[src/shared/dtr_pkg.sv]
package dtr_pkg;

  // ==========================================================================
  // Register offsets
  // ==========================================================================
  localparam logic [4:0] OFS_CTRL_A = 5'h00;
  localparam logic [4:0] OFS_CTRL_B = 5'h01;
  localparam logic [4:0] OFS_CTRL_C = 5'h02;
  localparam logic [4:0] OFS_TRIG_SEL = 5'h03;
  localparam logic [4:0] OFS_EMPTY_FLAGS = 5'h05;
  localparam logic [4:0] OFS_IRQ_MASK = 5'h06;
  localparam logic [4:0] OFS_CH0_GAIN = 5'h08;
  localparam logic [4:0] OFS_CH0_OFFSET = 5'h09;
  localparam logic [4:0] OFS_CH1_GAIN = 5'h0A;
  localparam logic [4:0] OFS_CH1_OFFSET = 5'h0B;
  localparam logic [4:0] OFS_CH0_LOW = 5'h18;
  localparam logic [4:0] OFS_CH0_HIGH = 5'h19;
  localparam logic [4:0] OFS_CH1_LOW = 5'h1A;
  localparam logic [4:0] OFS_CH1_HIGH = 5'h1B;

  // ==========================================================================
  // Field layout and reset values
  // ==========================================================================
  localparam int LEFT_ALIGN_BIT = 0;
  localparam logic [7:0] CTRL_A_MASK = 8'h1F;
  localparam logic [7:0] CTRL_B_MASK = 8'h63;
  localparam logic [7:0] CTRL_C_MASK = 8'h19;
  localparam logic [7:0] TRIG_SEL_MASK = 8'h0F;
  localparam logic [7:0] RESET_BYTE = 8'h00;
  localparam logic [11:0] RESET_VALUE = 12'h000;
  localparam logic [1:0] RESET_FLAGS = 2'h0;
  localparam logic RESET_BIT = 1'b0;
  localparam int NUM_CH = 2;

endpackage

[src/shared/dtr_chan_if.sv]
`timescale 1ns/1ns
`default_nettype none
// Write events from the register decoder to one channel's data holder
interface dtr_chan_if;
  logic low_wr;
  logic high_wr;
  logic left_align;
  logic [7:0] wdata;
  logic [11:0] value;
  logic empty;
  logic committed;
  modport dec (output low_wr, high_wr, left_align, wdata, input value, empty, committed);
  modport chan (input low_wr, high_wr, left_align, wdata, output value, empty, committed);
endinterface
`default_nettype wire

[src/rtl/dtr_regs.sv]
// Functional notes
// - Right layout: ch0 low byte is bits 7:0
// - Left layout: ch0 low upper nibble, low zero
// - Right layout: ch1 high nibble bits 11:8
// - Left layout: ch1 high byte bits 11:4
// - Right layout: ch1 low byte bits 7:0
// - Left layout: ch1 low bits 3:0 in 7:4, rest zero
// - Channel 0 gain trim, 8 bits, reset zero
// - Channel 0 offset trim, 8 bits, reset zero
// - Channel 1 gain trim, 8 bits, reset zero
// - Channel 1 offset trim, 8 bits, reset zero
// - Right layout default, left when select set
// - Left layout high-only write gives 8-bit
// - Empty flag per channel, drives DMA request
`timescale 1ns/1ns
`default_nettype none
module dtr_regs
  import dtr_pkg::*;
(
  input wire logic clk,                 // Peripheral clock
  input wire logic resetn,              // Async reset, active low
  input wire logic ce,                  // Clock enable, freezes all state
  input wire logic [4:0] addr,          // Register offset
  input wire logic [7:0] wdata,         // Write data
  input wire logic wr,                  // Write strobe
  input wire logic rd,                  // Read strobe
  input wire logic [1:0] consume,       // Core took channel value
  output logic [7:0] rdata,             // Read data, cycle after rd
  output logic [11:0] ch0_value,        // Channel 0 conversion value
  output logic [11:0] ch1_value,        // Channel 1 conversion value
  output logic [7:0] ch0_gain_trim,     // Channel 0 gain trim
  output logic [7:0] ch0_offset_trim,   // Channel 0 offset trim
  output logic [7:0] ch1_gain_trim,     // Channel 1 gain trim
  output logic [7:0] ch1_offset_trim,   // Channel 1 offset trim
  output logic [7:0] control_a,         // Control A to core
  output logic [7:0] control_b,         // Control B to core
  output logic [7:0] control_c,         // Control C to core
  output logic [7:0] trigger_select,    // Trigger select to core
  output logic [1:0] dma_req,           // Empty flags as DMA requests
  output logic irq                      // Level interrupt
);
  // ==========================================================================
  // Control and trim registers
  // ==========================================================================
  logic [7:0] ctrl_a_reg, ctrl_b_reg, ctrl_c_reg, trig_reg;
  logic [7:0] g0_reg, o0_reg, g1_reg, o1_reg;
  logic [1:0] mask_reg;
  logic [1:0] status_reg;
  logic [7:0] rdata_reg;
  logic [11:0] v0_reg, v1_reg;
  logic [1:0] dma_reg;
  logic irq_reg;
  logic wr_en;
  logic left;

  assign wr_en = ce && wr;
  assign left = ctrl_c_reg[LEFT_ALIGN_BIT];

  always_ff @(posedge clk or negedge resetn) begin
    if (!resetn) begin
      ctrl_a_reg <= RESET_BYTE;
      ctrl_b_reg <= RESET_BYTE;
      ctrl_c_reg <= RESET_BYTE;
      trig_reg <= RESET_BYTE;
      mask_reg <= RESET_FLAGS;
    end else if (wr_en) begin
      case (addr)
        OFS_CTRL_A: ctrl_a_reg <= wdata & CTRL_A_MASK;
        OFS_CTRL_B: ctrl_b_reg <= wdata & CTRL_B_MASK;
        OFS_CTRL_C: ctrl_c_reg <= wdata & CTRL_C_MASK;
        OFS_TRIG_SEL: trig_reg <= wdata & TRIG_SEL_MASK;
        OFS_IRQ_MASK: mask_reg <= wdata[1:0];
        default: ;
      endcase
    end
  end

  always_ff @(posedge clk or negedge resetn) begin
    if (!resetn) begin
      g0_reg <= RESET_BYTE;
      o0_reg <= RESET_BYTE;
      g1_reg <= RESET_BYTE;
      o1_reg <= RESET_BYTE;
    end else if (wr_en) begin
      case (addr)
        OFS_CH0_GAIN: g0_reg <= wdata;
        OFS_CH0_OFFSET: o0_reg <= wdata;
        OFS_CH1_GAIN: g1_reg <= wdata;
        OFS_CH1_OFFSET: o1_reg <= wdata;
        default: ;
      endcase
    end
  end

  // ==========================================================================
  // Channel data holders
  // ==========================================================================
  dtr_chan_if cif [NUM_CH] ();
  logic [11:0] val [NUM_CH];
  logic [NUM_CH-1:0] empty;
  logic [NUM_CH-1:0] commit;

  genvar gi;
  generate
    for (gi = 0; gi < NUM_CH; gi++) begin : g_ch
      localparam logic [4:0] LOW_OFS = (gi == 0) ? OFS_CH0_LOW : OFS_CH1_LOW;
      localparam logic [4:0] HIGH_OFS = (gi == 0) ? OFS_CH0_HIGH : OFS_CH1_HIGH;
      // Software keeps reserved positions zero; the layout drops them anyway
      assign cif[gi].low_wr = wr && (addr == LOW_OFS);
      assign cif[gi].high_wr = wr && (addr == HIGH_OFS);
      assign cif[gi].left_align = left;
      assign cif[gi].wdata = wdata;
      assign val[gi] = cif[gi].value;
      assign empty[gi] = cif[gi].empty;
      assign commit[gi] = cif[gi].committed;
      dtr_chan u_chan (
        .clk(clk),
        .resetn(resetn),
        .ce(ce),
        .consume(consume[gi]),
        .bus(cif[gi])
      );
    end
  endgenerate

  // ==========================================================================
  // Interrupt status: set on the empty flag rising, write one to clear
  // ==========================================================================
  logic [1:0] empty_d_reg;
  logic [1:0] rise;
  logic [1:0] clr;

  assign rise = empty & ~empty_d_reg;
  assign clr = (wr && addr == OFS_EMPTY_FLAGS) ? (wdata[1:0] & ~commit) : 2'h0;

  always_ff @(posedge clk or negedge resetn) begin
    if (!resetn) begin
      empty_d_reg <= RESET_FLAGS;
    end else if (ce) begin
      empty_d_reg <= empty;
    end
  end

  // A new event wins over a clear in the same cycle
  always_ff @(posedge clk or negedge resetn) begin
    if (!resetn) begin
      status_reg <= RESET_FLAGS;
    end else if (ce) begin
      status_reg <= (status_reg & ~clr) | rise;
    end
  end

  // ==========================================================================
  // Registered outputs
  // ==========================================================================
  always_ff @(posedge clk or negedge resetn) begin
    if (!resetn) begin
      v0_reg <= RESET_VALUE;
      v1_reg <= RESET_VALUE;
      dma_reg <= RESET_FLAGS;
      irq_reg <= RESET_BIT;
    end else if (ce) begin
      v0_reg <= val[0];
      v1_reg <= val[1];
      dma_reg <= empty;
      irq_reg <= |(status_reg & mask_reg);
    end
  end

  // ==========================================================================
  // Read path; unmapped offsets read zero
  // ==========================================================================
  always_ff @(posedge clk or negedge resetn) begin
    if (!resetn) begin
      rdata_reg <= RESET_BYTE;
    end else if (ce) begin
      rdata_reg <= RESET_BYTE;
      if (rd) begin
        case (addr)
          OFS_CTRL_A: rdata_reg <= ctrl_a_reg;
          OFS_CTRL_B: rdata_reg <= ctrl_b_reg;
          OFS_CTRL_C: rdata_reg <= ctrl_c_reg;
          OFS_TRIG_SEL: rdata_reg <= trig_reg;
          OFS_EMPTY_FLAGS: rdata_reg <= {6'h00, empty};
          OFS_IRQ_MASK: rdata_reg <= {4'h0, status_reg, mask_reg};
          OFS_CH0_GAIN: rdata_reg <= g0_reg;
          OFS_CH0_OFFSET: rdata_reg <= o0_reg;
          OFS_CH1_GAIN: rdata_reg <= g1_reg;
          OFS_CH1_OFFSET: rdata_reg <= o1_reg;
          OFS_CH0_LOW: rdata_reg <= left ? {val[0][3:0], 4'h0} : val[0][7:0];
          OFS_CH0_HIGH: rdata_reg <= left ? val[0][11:4] : {4'h0, val[0][11:8]};
          OFS_CH1_LOW: rdata_reg <= left ? {val[1][3:0], 4'h0} : val[1][7:0];
          OFS_CH1_HIGH: rdata_reg <= left ? val[1][11:4] : {4'h0, val[1][11:8]};
          default: rdata_reg <= RESET_BYTE;
        endcase
      end
    end
  end

  assign rdata = rdata_reg;
  assign ch0_value = v0_reg;
  assign ch1_value = v1_reg;
  assign ch0_gain_trim = g0_reg;
  assign ch0_offset_trim = o0_reg;
  assign ch1_gain_trim = g1_reg;
  assign ch1_offset_trim = o1_reg;
  assign control_a = ctrl_a_reg;
  assign control_b = ctrl_b_reg;
  assign control_c = ctrl_c_reg;
  assign trigger_select = trig_reg;
  assign dma_req = dma_reg;
  assign irq = irq_reg;
endmodule
`default_nettype wire

[src/rtl/dtr_chan.sv]
`timescale 1ns/1ns
`default_nettype none
module dtr_chan
  import dtr_pkg::*;
(
  input wire logic clk,          // Peripheral clock
  input wire logic resetn,       // Async reset, active low
  input wire logic ce,           // Clock enable
  input wire logic consume,      // Core took the value
  dtr_chan_if.chan bus           // Decoder side
);
  // ==========================================================================
  // Staging and commit
  // ==========================================================================
  logic [7:0] stage_reg;
  logic [11:0] value_reg;
  logic empty_reg;
  logic [11:0] value_next;

  always_comb begin
    if (bus.left_align) begin
      value_next = {bus.wdata, stage_reg[7:4]};
    end else begin
      value_next = {bus.wdata[3:0], stage_reg};
    end
  end

  always_ff @(posedge clk or negedge resetn) begin
    if (!resetn) begin
      stage_reg <= RESET_BYTE;
    end else if (ce && bus.low_wr) begin
      stage_reg <= bus.wdata;
    end
  end

  always_ff @(posedge clk or negedge resetn) begin
    if (!resetn) begin
      value_reg <= RESET_VALUE;
    end else if (ce && bus.high_wr) begin
      value_reg <= value_next;
    end
  end

  // Commit wins over the core's consume in the same cycle
  always_ff @(posedge clk or negedge resetn) begin
    if (!resetn) begin
      empty_reg <= RESET_BIT;
    end else if (ce) begin
      if (bus.high_wr) begin
        empty_reg <= 1'b0;
      end else if (consume) begin
        empty_reg <= 1'b1;
      end
    end
  end

  assign bus.value = value_reg;
  assign bus.empty = empty_reg;
  assign bus.committed = bus.high_wr;
endmodule
`default_nettype wire

[config.mk]
export PLATFORM = sky130hd
export DESIGN_NAME = dtr_regs
export DESIGN_NICKNAME = d
export VERILOG_FILES = /design/src/shared/dtr_pkg.sv /design/src/shared/dtr_chan_if.sv /design/src/rtl/dtr_regs.sv /design/src/rtl/dtr_chan.sv
export SDC_FILE = /design/constraint.sdc
export NUM_CORES = 1
export LEC_CHECK = 0
export ABC_AREA = 1
export BUFFER_PORTS_ARGS = -buffer_cell sky130_fd_sc_hd__buf_2
export CORE_ASPECT_RATIO = 1.4
export CORE_MARGIN = 1.5
export CORE_UTILIZATION = 35
export DETAILED_ROUTE_END_ITERATION = 10
export PLACE_DENSITY = 0.59
export SLEW_MARGIN = 20
export SYNTH_ARGS = -nofsm -noshare
export SYNTH_HDL_FRONTEND = slang
export SYNTH_SLANG_ARGS = --single-unit
[constraint.sdc]
create_clock -name clk -period 1.8 [get_ports clk]
set_input_delay 0.18 -clock clk [delete_from_list [all_inputs] [get_ports clk]]
set_output_delay 0.18 -clock clk [all_outputs]
set_load 0.1 [all_outputs]
==> qor.yml, run 1 <==
initial_core_util_pct: 36.0
worst_ir_drop_vdd_mv: 0.620
detailed_place_hpwl_um: 14100
cts_buffer_depth: 2
timing.hold.worst_endpoint: "g_ch[0].u_chan.bus.empty"
netlist_instances: 781
worstPathCellList: "buf_6, nand2_1, o21ai_0, nand2_1, nand2_1, nor2_1, nand3_1, nand2_1, nand2_1"
final_max_slew_viol_count: 0
finalHoldViolCount: 0
power_density_nw_per_um2: 1350
finClkSkew_ns: 0.00754
r2r_cells: 9
max_freq_ghz: 0.605
whs_ns: 0.0347
cts-buffers-inserted: 17
synthFlopType: "sky130_fd_sc_hd__dfrtp_1"
worst_path_max_fanout: 27
worst-path-buf-inv: 1
final_common_cell: "sky130_fd_sc_hd__nand2_1"
place.port_buffers: 102
power.static_leakage_nw: 3.93
drt_first_pass_iters: 5
synth-async-reset-ratio_pct: 100
die_y_um: 161
maxCapViolCount: 0
rsz_0062_raised_after_global_routing: "false"
worst_setup_path_category: "reg -> reg"
dieArea_um2: 18700
syn-cell-area_um2: 6260
post-route-cell-area_um2: 7660
critical_path.slowest_cell: "sky130_fd_sc_hd__dfrtp_4"
start_kind: "flop"
syn2layout_area_growth_pct: 22.4
vias_per_cell: 4.84
synth-warning-count: 0
clk_latency_ns: 0.43
place.detailed.instances: 1105
drt_drc_violations_left: 0
postCtsSetupBuffers: 0
setup_total_negative_slack_ns: 0
pin_count: 119
largest_reg_flops: 24
core_footprint_um2: 17400
worst-endpoint-required_ns: 2.11
detailedRoute.firstIterationViolations: 405
root_buffer: "sky130_fd_sc_hd__clkbuf_16"
finalWorstPathRequiredPeriod_ns: 1.65
cts.clk_slew.worst_paths_ns: 0.06
yosys_register_bits: 129
die_width_um: 116
ant_nets: 0
track_usage_pct: 21.1
cts_tree: "done"
slowest_delay_ns: 0.59
antenna_fix_cells: 0
regToRegStartpoint: "control_c[0]"
yosysSeqAreaShare_pct: 51.6
timing.hold.worst.class: "in -> reg"
post_layout_nonfiller_instances: 1138
worstMarginPinSlew_ns: 0.580
final_cell_mix: "sky130_fd_sc_hd__nand2_1 (296), sky130_fd_sc_hd__dfrtp_1 (128), sky130_fd_sc_hd__o21ai_0 (107)"
layout_worst_path_cycle_share_pct: 91.8
number_of_flops_mapped_to_enable_cells_by_yosys: 0
first_pass_grt_wire_length_um: 29500
outcome: "complete, no violations"
synth.lib_cells_used.distinct: 30
pin_count_of_the_biggest_net_entering_global_routing: 66
timing.critical_path.mode_cell: "sky130_fd_sc_hd__nand2_1"
postPlaceCellArea_um2: 7030
timing.hold.worst.start: "consume[0]"
max_slew_margin_pct: 61.3
clock_sinks: 129
grt_overflow: 0
drive_above_1_share_pct: 21.7
critical_path.endpoint_type: "flop"
vias_after_detailed_routing: 5503
htree_levels: 4
cp_top_family: "flip-flops"
gpl.final_weighted_congestion: 0.924
setup_viol_count_final: 0
critical_path_arrival_ns: 1.97
wl_per_cell_um: 16.6
min_path_cells: 3
finalNetCount: 909
route.final.wire_length_um: 18900
synthesis.area_per_instance_um2: 8.01
antenna_violations_before_repair: 0
fp-row-count: 57
finalPower_mw: 10.4
setup.reg_to_reg.worst_slack_ns: 0.15
number_of_global_route_vias_before_repair: 5314
timing.rr.end: "rdata[2]"
==> cells by family after synthesis <==
kind of cell           Yosys count  synth area share [%]
AO/OA/AOI/OAI                  141                  12.1
flip-flops                     129                  51.6
other                            1                0.0599
AND/OR/NAND/NOR                418                  28.6
multiplexers                     1                 0.180
buffers and inverters           91                  7.54
==> layout make-up <==
type,count,area (um2)
clock buffers,18,439
multi-input cells,576,2610
clock inverters,14,179
well taps,236,295
inverters,42,160
fillers,1804,9740
flip-flops and latches,129,3230
repair buffers,123,742
==> what timing repair did <==
item / CTS / global route
hold endpoints to repair: 20 / 0
hold buffers: 1 / 0
gates resized for setup: 0 / 2
endpoints found under the setup margin: 0 / 8
==> how the worst max path moves through the flow <==
stage                      start        to  slack, ns  cells past startpoint
floorplan           control_a[2]  rdata[2]       0.35                      5
global placement    control_c[0]  rdata[2]       0.05                      8
detailed placement  control_c[0]  rdata[2]       0.04                      8
CTS                 control_c[0]  rdata[2]       0.03                      8
global route        control_c[0]  rdata[2]       0.06                      9
finish              control_c[0]  rdata[2]       0.15                      9
==> power breakdown <==
part	internal, mW	switching (mW)	total (mW)
combinational	0.489	2.62	3.11
clock	2.23	1.38	3.61
sequential	3.30	0.345	3.64
total	6.02	4.34	10.4
==> worst register-to-register path, cell delays in order (launching register included) <==
cell	delay, ns
sky130_fd_sc_hd__dfrtp_4	0.59
sky130_fd_sc_hd__buf_6	0.21
sky130_fd_sc_hd__nand2_1	0.06
sky130_fd_sc_hd__o21ai_0	0.15
sky130_fd_sc_hd__nand2_1	0.11
sky130_fd_sc_hd__nand2_1	0.06
sky130_fd_sc_hd__nor2_1	0.12
sky130_fd_sc_hd__nand3_1	0.09
sky130_fd_sc_hd__nand2_1	0.09
sky130_fd_sc_hd__nand2_1	0.05
==> metrics by stage <==
| step | utilization [%] | setup WS [ns] |
|---|---|---|
| 2_1_floorplan | - | 0.351 |
| 3_3_place_gp | 40.4 | 0.0531 |
| 3_5_place_dp | 40.4 | 0.0402 |
| 4_1_cts | 44.0 | 0.0347 |
| 5_1_grt | 44.0 | 0.0631 |
| 6_report | 44.0 | 0.147 |
==> synth_stat cells, types with 7 or more instances <==
cell type	count	share of area, %
sky130_fd_sc_hd__nand2_1	296	18
sky130_fd_sc_hd__dfrtp_1	129	52
sky130_fd_sc_hd__o21ai_0	107	8.6
sky130_fd_sc_hd__nor2_1	52	3.1
sky130_fd_sc_hd__inv_1	37	2.2
sky130_fd_sc_hd__nand3_1	30	2.4
sky130_fd_sc_hd__buf_4	20	2.4
sky130_fd_sc_hd__clkbuf_1	11	0.66
sky130_fd_sc_hd__nand4_1	11	1.1
sky130_fd_sc_hd__a31oi_1	8	0.80
sky130_fd_sc_hd__o21ai_2	8	1.1
sky130_fd_sc_hd__a21oi_1	7	0.56
sky130_fd_sc_hd__nor2_4	7	1.3
sky130_fd_sc_hd__o21ai_1	7	0.56
==> routing by layer <==
metal  part of all wire [%]  vias to the layer above  routed length, um  GRT usage, %
li1                       -                     2700                  -             -
met1                     43                     2597               8150          27.7
met2                     50                      178               9510          34.8
met3                    4.5                       28                842          3.49
met4                    2.1                        0                397          7.65
met5                      0                        -                  0             0
Power figures use the tool's default switching activity.
==> run 2: changes to the inputs <==
--- a/config.mk
+++ b/config.mk
@@ -5,7 +5,6 @@
 export SDC_FILE = /design/constraint.sdc
 export NUM_CORES = 1
 export LEC_CHECK = 0
-export ABC_AREA = 1
 export BUFFER_PORTS_ARGS = -buffer_cell sky130_fd_sc_hd__buf_2
 export CORE_ASPECT_RATIO = 1.4
 export CORE_MARGIN = 1.5
==> run 2 against run 1 <==
  * Via count decreased by 12%
  * First-iteration DRC count decreased by 11%
  * Area after synthesis decreased by 0.70%
  * Critical path type unchanged
==> qor.yml, run 2 <==
setup_viol_count_final: 0  # unchanged
worstPathCellList: "mux2_2, a32o_1, a2111oi_2, o21ai_0"  # was buf_6, nand2_1, o21ai_0, nand2_1, nand2_1, nor2_1, nand3_1, nand2_1, nand2_1
grt_overflow: 0  # unchanged
antenna_fix_cells: 0  # unchanged
yosys_register_bits: 129  # unchanged
root_buffer: "sky130_fd_sc_hd__clkbuf_16"  # unchanged
number_of_flops_mapped_to_enable_cells_by_yosys: 0  # unchanged
final_max_slew_viol_count: 0  # unchanged
worst_setup_path_category: "reg -> reg"  # unchanged
initial_core_util_pct: 35.7  # was 36.0%
post-synth-top-area-fraction_pct: 52.0  # was 51.6%
clock_sinks: 129  # unchanged
cell_with_the_most_instances_after_synthesis: "sky130_fd_sc_hd__dfrtp_1"  # was sky130_fd_sc_hd__nand2_1
worst_ir_drop_vdd_mv: 0.631  # was 0.620 mV
gpl.final_weighted_congestion: 0.975  # was 0.924
route.final.wire_length_um: 19200  # was 18,900 um
cts-buffers-inserted: 17  # unchanged
post_layout_nonfiller_instances: 911  # was 1,138
synthFlopType: "sky130_fd_sc_hd__dfrtp_1"  # unchanged
finalNetCount: 683  # was 909
track_usage_pct: 21.7  # was 21.1%
final_cell_mix: "sky130_fd_sc_hd__dfrtp_1 (126), sky130_fd_sc_hd__buf_2 (100), sky130_fd_sc_hd__mux2_2 (99)"  # was sky130_fd_sc_hd__nand2_1 (296), sky130_fd_sc_hd__dfrtp_1 (128), sky130_fd_sc_hd__o21ai_0 (107)
cts.clk_slew.worst_paths_ns: 0.06  # about the same
vias_per_cell: 5.31  # was 4.84
busiest_layer: "met2"  # unchanged
gr-usage-met1_pct: 25.8  # was 27.7%
htree_levels: 4  # unchanged
drt_drc_violations_left: 0  # unchanged
first_pass_grt_wire_length_um: 29800  # was 29,500 um
die_y_um: 161  # about the same
place.port_buffers: 102  # unchanged
detailed_place_hpwl_um: 14300  # was 14,100 um
wl_per_cell_um: 21.0  # was 16.6 um
die_width_um: 116  # about the same
worst_path_max_fanout: 3  # was 27
grt.met3_usage_pct: 4.38  # was 3.49%
pin_count_of_the_biggest_net_entering_global_routing: 61  # was 66
layout_worst_path_cycle_share_pct: 93.8  # was 91.8%
pin_count: 119  # unchanged
antenna_violations_before_repair: 0  # unchanged
setup_total_negative_slack_ns: 0  # unchanged
maxCapViolCount: 0  # unchanged
slowest_delay_ns: 0.43  # was 0.59 ns
yosysSeqAreaShare_pct: 52.0  # was 51.6%
syn2layout_area_growth_pct: 28.1  # was 22.4%
final_common_cell: "sky130_fd_sc_hd__dfrtp_1"  # was sky130_fd_sc_hd__nand2_1
worst-endpoint-required_ns: 2.09  # was 2.11 ns
rsz_0062_raised_after_global_routing: "false"  # unchanged
max_slew_margin_pct: 66.6  # was 61.3%
start_kind: "flop"  # unchanged
cts_tree: "done"  # unchanged
post_synth_main_area_contributors: "sky130_fd_sc_hd__dfrtp_1 (52%), sky130_fd_sc_hd__mux2_2 (18%), sky130_fd_sc_hd__mux2i_1 (5.8%)"  # was sky130_fd_sc_hd__dfrtp_1 (52%), sky130_fd_sc_hd__nand2_1 (18%), sky130_fd_sc_hd__o21ai_0 (8.6%)
synth-async-reset-ratio_pct: 100  # unchanged
clk_latency_ns: 0.42  # was 0.43 ns
groute.layer.met2.usage_pct: 36.7  # was 34.8%
synth_area_leader_cell: "sky130_fd_sc_hd__dfrtp_1"  # unchanged
finClkSkew_ns: 0.00652  # was 0.00754 ns
synthTopCellsByCount: "sky130_fd_sc_hd__dfrtp_1 (129), sky130_fd_sc_hd__mux2_2 (99), sky130_fd_sc_hd__nor2_1 (41)"  # was sky130_fd_sc_hd__nand2_1 (296), sky130_fd_sc_hd__dfrtp_1 (129), sky130_fd_sc_hd__o21ai_0 (107)
drive_above_1_share_pct: 45.3  # was 21.7%
finalHoldViolCount: 0  # unchanged
power.static_leakage_nw: 3.83  # was 3.93 nW
outcome: "complete, no violations"  # unchanged
critical_path.slowest_cell: "sky130_fd_sc_hd__a2111oi_2"  # was sky130_fd_sc_hd__dfrtp_4
number_of_global_route_vias_before_repair: 5039  # was 5,314
detailedRoute.firstIterationViolations: 361  # was 405
synth-warning-count: 0  # unchanged
largest_reg_flops: 24  # unchanged
dieArea_um2: 18600  # was 18,700 um2
vias_after_detailed_routing: 4833  # was 5,503
worstMarginPinSlew_ns: 0.489  # was 0.580 ns
max_freq_ghz: 0.592  # was 0.605 GHz
synth.lib_cells_used.distinct: 54  # was 30
finalWorstPathRequiredPeriod_ns: 1.69  # was 1.65 ns
critical_path_arrival_ns: 1.98  # was 1.97 ns
synthesis.area_per_instance_um2: 12.0  # was 8.01 um2
place.detailed.instances: 875  # was 1,105
syn-cell-area_um2: 6210  # was 6260 um2
netlist_instances: 516  # was 781
critical_path.endpoint_type: "flop"  # unchanged
whs_ns: 0.0146  # was 0.0347 ns
timing.hold.worst.class: "in -> reg"  # unchanged
core_footprint_um2: 17400  # unchanged
power_density_nw_per_um2: 1390  # was 1350 nW/um2
cts_buffer_depth: 2  # unchanged
fp-row-count: 57  # unchanged
ant_nets: 0  # unchanged
drt_first_pass_iters: 5  # unchanged
==> run 2: worst paths after layout <==
path,start,to,slack [ns],depth (start not counted)
worst max-delay path,control_a[1],rdata[1],0.11,4
worst min-delay path,consume[1],g_ch[1].u_chan.bus.empty,0.01,3
worst max register to register,control_a[1],rdata[1],0.11,4
worst min register to register,ch1_value[9],ch1_value[9],0.50,1
max in group asynchronous,resetn,g_ch[1].u_chan.bus.value[0],1.07,3
min in group asynchronous,resetn,control_a[4],0.09,2
==> run 2: cell families after synthesis <==
| logic type | share of synthesized area (%) |
|---|---|
| multiplexers | 25.0 |
| flip-flops | 52.0 |
| AND/OR/NAND/NOR | 9.73 |
| AO/OA/AOI/OAI | 8.60 |
| buffers and inverters | 4.65 |
| other | 0.0604 |
==> run 2: worst max-delay path: cells and delay by family (launching register included) <==
family / cells / cell delay, ns
flops: 1 / 0.42
compound gates: 3 / 0.85
mux: 1 / 0.29
==> run 2: area by class of cell <==
| cell class | count | area [um2] |
|---|---|---|
| clock buffer | 22 | 474 |
| clock inverter | 9 | 131 |
| fill | 1679 | 9440 |
| inverter | 6 | 22.5 |
| multi-input combinational | 349 | 2770 |
| sequential | 129 | 3230 |
| tap | 236 | 295 |
| timing repair buffer | 160 | 1040 |
==> run 2: what timing repair did <==
| item | CTS | global route |
|---|---|---|
| buffers inserted | 0 | 4 |
| pin swaps | 0 | 0 |
| cloned | 0 | 0 |
| hold endpoints to repair | 129 | 0 |
| endpoints found under the setup margin | 1 | 6 |
| hold buffers | 1 | 0 |
| resized for setup | 1 | 2 |
==> run 2: power by group <==
part / total [mW] / leakage, nW / switching (mW) / internal, mW
sequential: 3.77 / 1.67 / 0.419 / 3.35
combinational: 3.73 / 1.88 / 2.93 / 0.797
clock: 3.56 / 0.288 / 1.28 / 2.27
==> run 2: per-stage QoR <==
stage	instance area, um2	setup WS [ns]	total power, mW	utilization, %
finish	7960	0.112	11.1	45.8
global route	7960	0.0183	11.4	45.8
CTS	7920	0.0587	11.1	45.5
detailed placement	7300	-0.0925	7.54	42.0
global placement	7300	-0.190	7.49	42.0
floorplan	6270	0.0619	6.69	-
==> run 2: layer usage <==
layer	wire length [um]	part of all wire, %	vias to the layer above
li1	-	-	2147
met1	7550	39	2454
met2	9870	52	183
met3	887	4.6	49
met4	855	4.5	0
met5	0	0	-
==> run 3: changes to the inputs <==
--- a/config.mk
+++ b/config.mk
@@ -6,11 +6,13 @@
 export NUM_CORES = 1
 export LEC_CHECK = 0
 export BUFFER_PORTS_ARGS = -buffer_cell sky130_fd_sc_hd__buf_2
+export CELL_PAD_IN_SITES_DETAIL_PLACEMENT = 0
+export CELL_PAD_IN_SITES_GLOBAL_PLACEMENT = 1
 export CORE_ASPECT_RATIO = 1.4
 export CORE_MARGIN = 1.5
 export CORE_UTILIZATION = 35
 export DETAILED_ROUTE_END_ITERATION = 10
-export PLACE_DENSITY = 0.59
+export PLACE_DENSITY = 0.7
 export SLEW_MARGIN = 20
 export SYNTH_ARGS = -nofsm -noshare
 export SYNTH_HDL_FRONTEND = slang
==> run 3 against run 2 <==
  * Sequential power is essentially flat
  * Utilization grew 0.54 points
  * Sequential share of layout area shrank 0.47 points
  * Combinational power grew 1%
  * Cell area grew 1.2%
  * Register-to-register slack lost 0.02 ns
  * First-iteration DRC count shrank 30%
  * Setup slack lost 0.017 ns
  * Routed wire length grew 1.4%
  * Via count is essentially flat
  * Non-clock buffer count grew 5
==> qor.yml, run 3 (synthesized netlist as in run 2, its figures left out) <==
outcome: "complete, no violations"  # unchanged
grt_overflow: 0  # unchanged
cp_top_family: "compound AO/OA/AOI/OAI gates"  # unchanged
antenna_fix_cells: 0  # unchanged
layout_worst_path_cycle_share_pct: 94.8  # was 93.8%
critical_path.endpoint_type: "flop"  # unchanged
root_buffer: "sky130_fd_sc_hd__clkbuf_16"  # unchanged
start_kind: "flop"  # unchanged
finalWorstPathRequiredPeriod_ns: 1.71  # was 1.69 ns
timing.hold.worst.class: "in -> reg"  # unchanged
cts_buffer_depth: 2  # unchanged
rsz_0062_raised_after_global_routing: "true"  # was false
critical_path_arrival_ns: 2.00  # was 1.98 ns
clk_latency_ns: 0.42  # about the same
setup_viol_count_final: 0  # unchanged
drt_drc_violations_left: 0  # unchanged
power.static_leakage_nw: 3.87  # was 3.83 nW
max_freq_ghz: 0.586  # was 0.592 GHz
fp-row-count: 57  # unchanged
post-route-cell-area_um2: 8060  # was 7960 um2
worst_path_max_fanout: 7  # was 3
cts_tree: "done"  # unchanged
dieArea_um2: 18600  # unchanged
postPlaceCellArea_um2: 7400  # was 7300 um2
finalNetCount: 688  # was 683
track_usage_pct: 21.9  # was 21.7%
critical_path.slowest_cell: "sky130_fd_sc_hd__dfrtp_2"  # was sky130_fd_sc_hd__a2111oi_2
cts.clk_slew.worst_paths_ns: 0.06  # about the same
detailed_place_hpwl_um: 14500  # was 14,300 um
drive_above_1_share_pct: 45.8  # was 45.3%
pin_count_of_the_biggest_net_entering_global_routing: 56  # was 61
power_density_nw_per_um2: 1370  # was 1390 nW/um2
core_footprint_um2: 17400  # unchanged
worst_ir_drop_vdd_mv: 0.671  # was 0.631 mV
route.final.wire_length_um: 19400  # was 19,200 um
worst_setup_path_category: "reg -> reg"  # unchanged
place.port_buffers: 102  # unchanged
finClkSkew_ns: 0.00744  # was 0.00652 ns
maxCapViolCount: 0  # unchanged
drt_first_pass_iters: 4  # was 5
number_of_global_route_vias_before_repair: 5015  # was 5,039
initial_core_util_pct: 35.7  # unchanged
syn2layout_area_growth_pct: 29.6  # was 28.1%
final_max_slew_viol_count: 0  # unchanged
wl_per_cell_um: 21.2  # was 21.0 um
clock_sinks: 129  # unchanged
slowest_delay_ns: 0.45  # was 0.43 ns
worst-path-buf-inv: 1  # was 0
largest_reg_flops: 24  # unchanged
detailedRoute.firstIterationViolations: 251  # was 361
worstPathCellList: "buf_4, mux2_2, nand3_1, a21oi_1, a2111oi_2, o21ai_0"  # was mux2_2, a32o_1, a2111oi_2, o21ai_0
setup_total_negative_slack_ns: 0  # unchanged
ant_nets: 0  # unchanged
vias_after_detailed_routing: 4829  # was 4,833
gpl.final_weighted_congestion: 0.912  # was 0.975
cts-buffers-inserted: 17  # unchanged
pin_count: 119  # unchanged
worst-endpoint-required_ns: 2.10  # was 2.09 ns
htree_levels: 4  # unchanged
final_common_cell: "sky130_fd_sc_hd__dfrtp_1"  # unchanged
antenna_violations_before_repair: 0  # unchanged
die_y_um: 161  # unchanged
first_pass_grt_wire_length_um: 30000  # was 29,800 um
vias_per_cell: 5.27  # was 5.31
die_width_um: 116  # unchanged
final_cell_mix: "sky130_fd_sc_hd__dfrtp_1 (126), sky130_fd_sc_hd__buf_2 (100), sky130_fd_sc_hd__mux2_2 (99)"  # unchanged
finalHoldViolCount: 0  # unchanged
## run 3: layout make-up
| cell class | instances | area (um2) |
|---|---|---|
| repair buffers | 165 | 1130 |
| fillers | 1668 | 9350 |
| multi-input cells | 349 | 2770 |
| clock inverters | 13 | 161 |
| inverters | 6 | 22.5 |
| clock buffers | 19 | 443 |
| well taps | 236 | 295 |
| flip-flops and latches | 129 | 3230 |
## run 3: timing repair
item,in CTS,in global routing
endpoints found under the setup margin,1,4
pin swaps,0,0
setup buffers,0,2
gates resized for setup,2,3
hold buffers,2,0
endpoints found under the hold margin,23,0
## run 3: stage by stage
stage | util [%] | power, mW | hold slack, ns | cells | worst slack [ns]
floorplan | - | 6.69 | -0.116 | 531 | 0.0619
global placement | 42.5 | 7.53 | 0.114 | 881 | -0.00609
detailed placement | 42.5 | 7.58 | 0.120 | 881 | -0.117
CTS | 46.1 | 11.1 | 0.0207 | 915 | 0.0285
global route | 46.3 | 11.5 | 0.0525 | 917 | -0.00963
finish | 46.3 | 11.1 | 0.0353 | 917 | 0.0941
## run 3: path summary, 6_finish.rpt
path                         startpoint                     endpoint  slack, ns  depth (start not counted)
max                        control_c[0]                     rdata[1]       0.09                          6
min                          consume[1]     g_ch[1].u_chan.bus.empty       0.04                          3
max reg2reg                control_c[0]                     rdata[1]       0.09                          6
min reg2reg                ch1_value[3]                 ch1_value[3]       0.50                          1
max in group asynchronous        resetn  g_ch[1].u_chan.stage_reg[5]       0.97                          3
min in group asynchronous        resetn                          irq       0.21                          2
## run 3: tightest hold or removal path: stages
cell	delay [ns]
sky130_fd_sc_hd__buf_2	0.08
sky130_fd_sc_hd__a21oi_1	0.06
sky130_fd_sc_hd__nor2_1	0.09
## run 3: power breakdown
| part | switching, mW | internal (mW) |
|---|---|---|
| Clock | 1.31 | 2.21 |
| Sequential | 0.412 | 3.35 |
| Combinational | 2.95 | 0.824 |
## run 3: per-layer routing
metal	wire length (um)	GRT usage [%]	up-vias
met3	809	4.04	33
li1	-	-	2159
met2	10400	38.4	172
met4	478	8.14	0
met5	0	0	-
met1	7790	26.4	2465
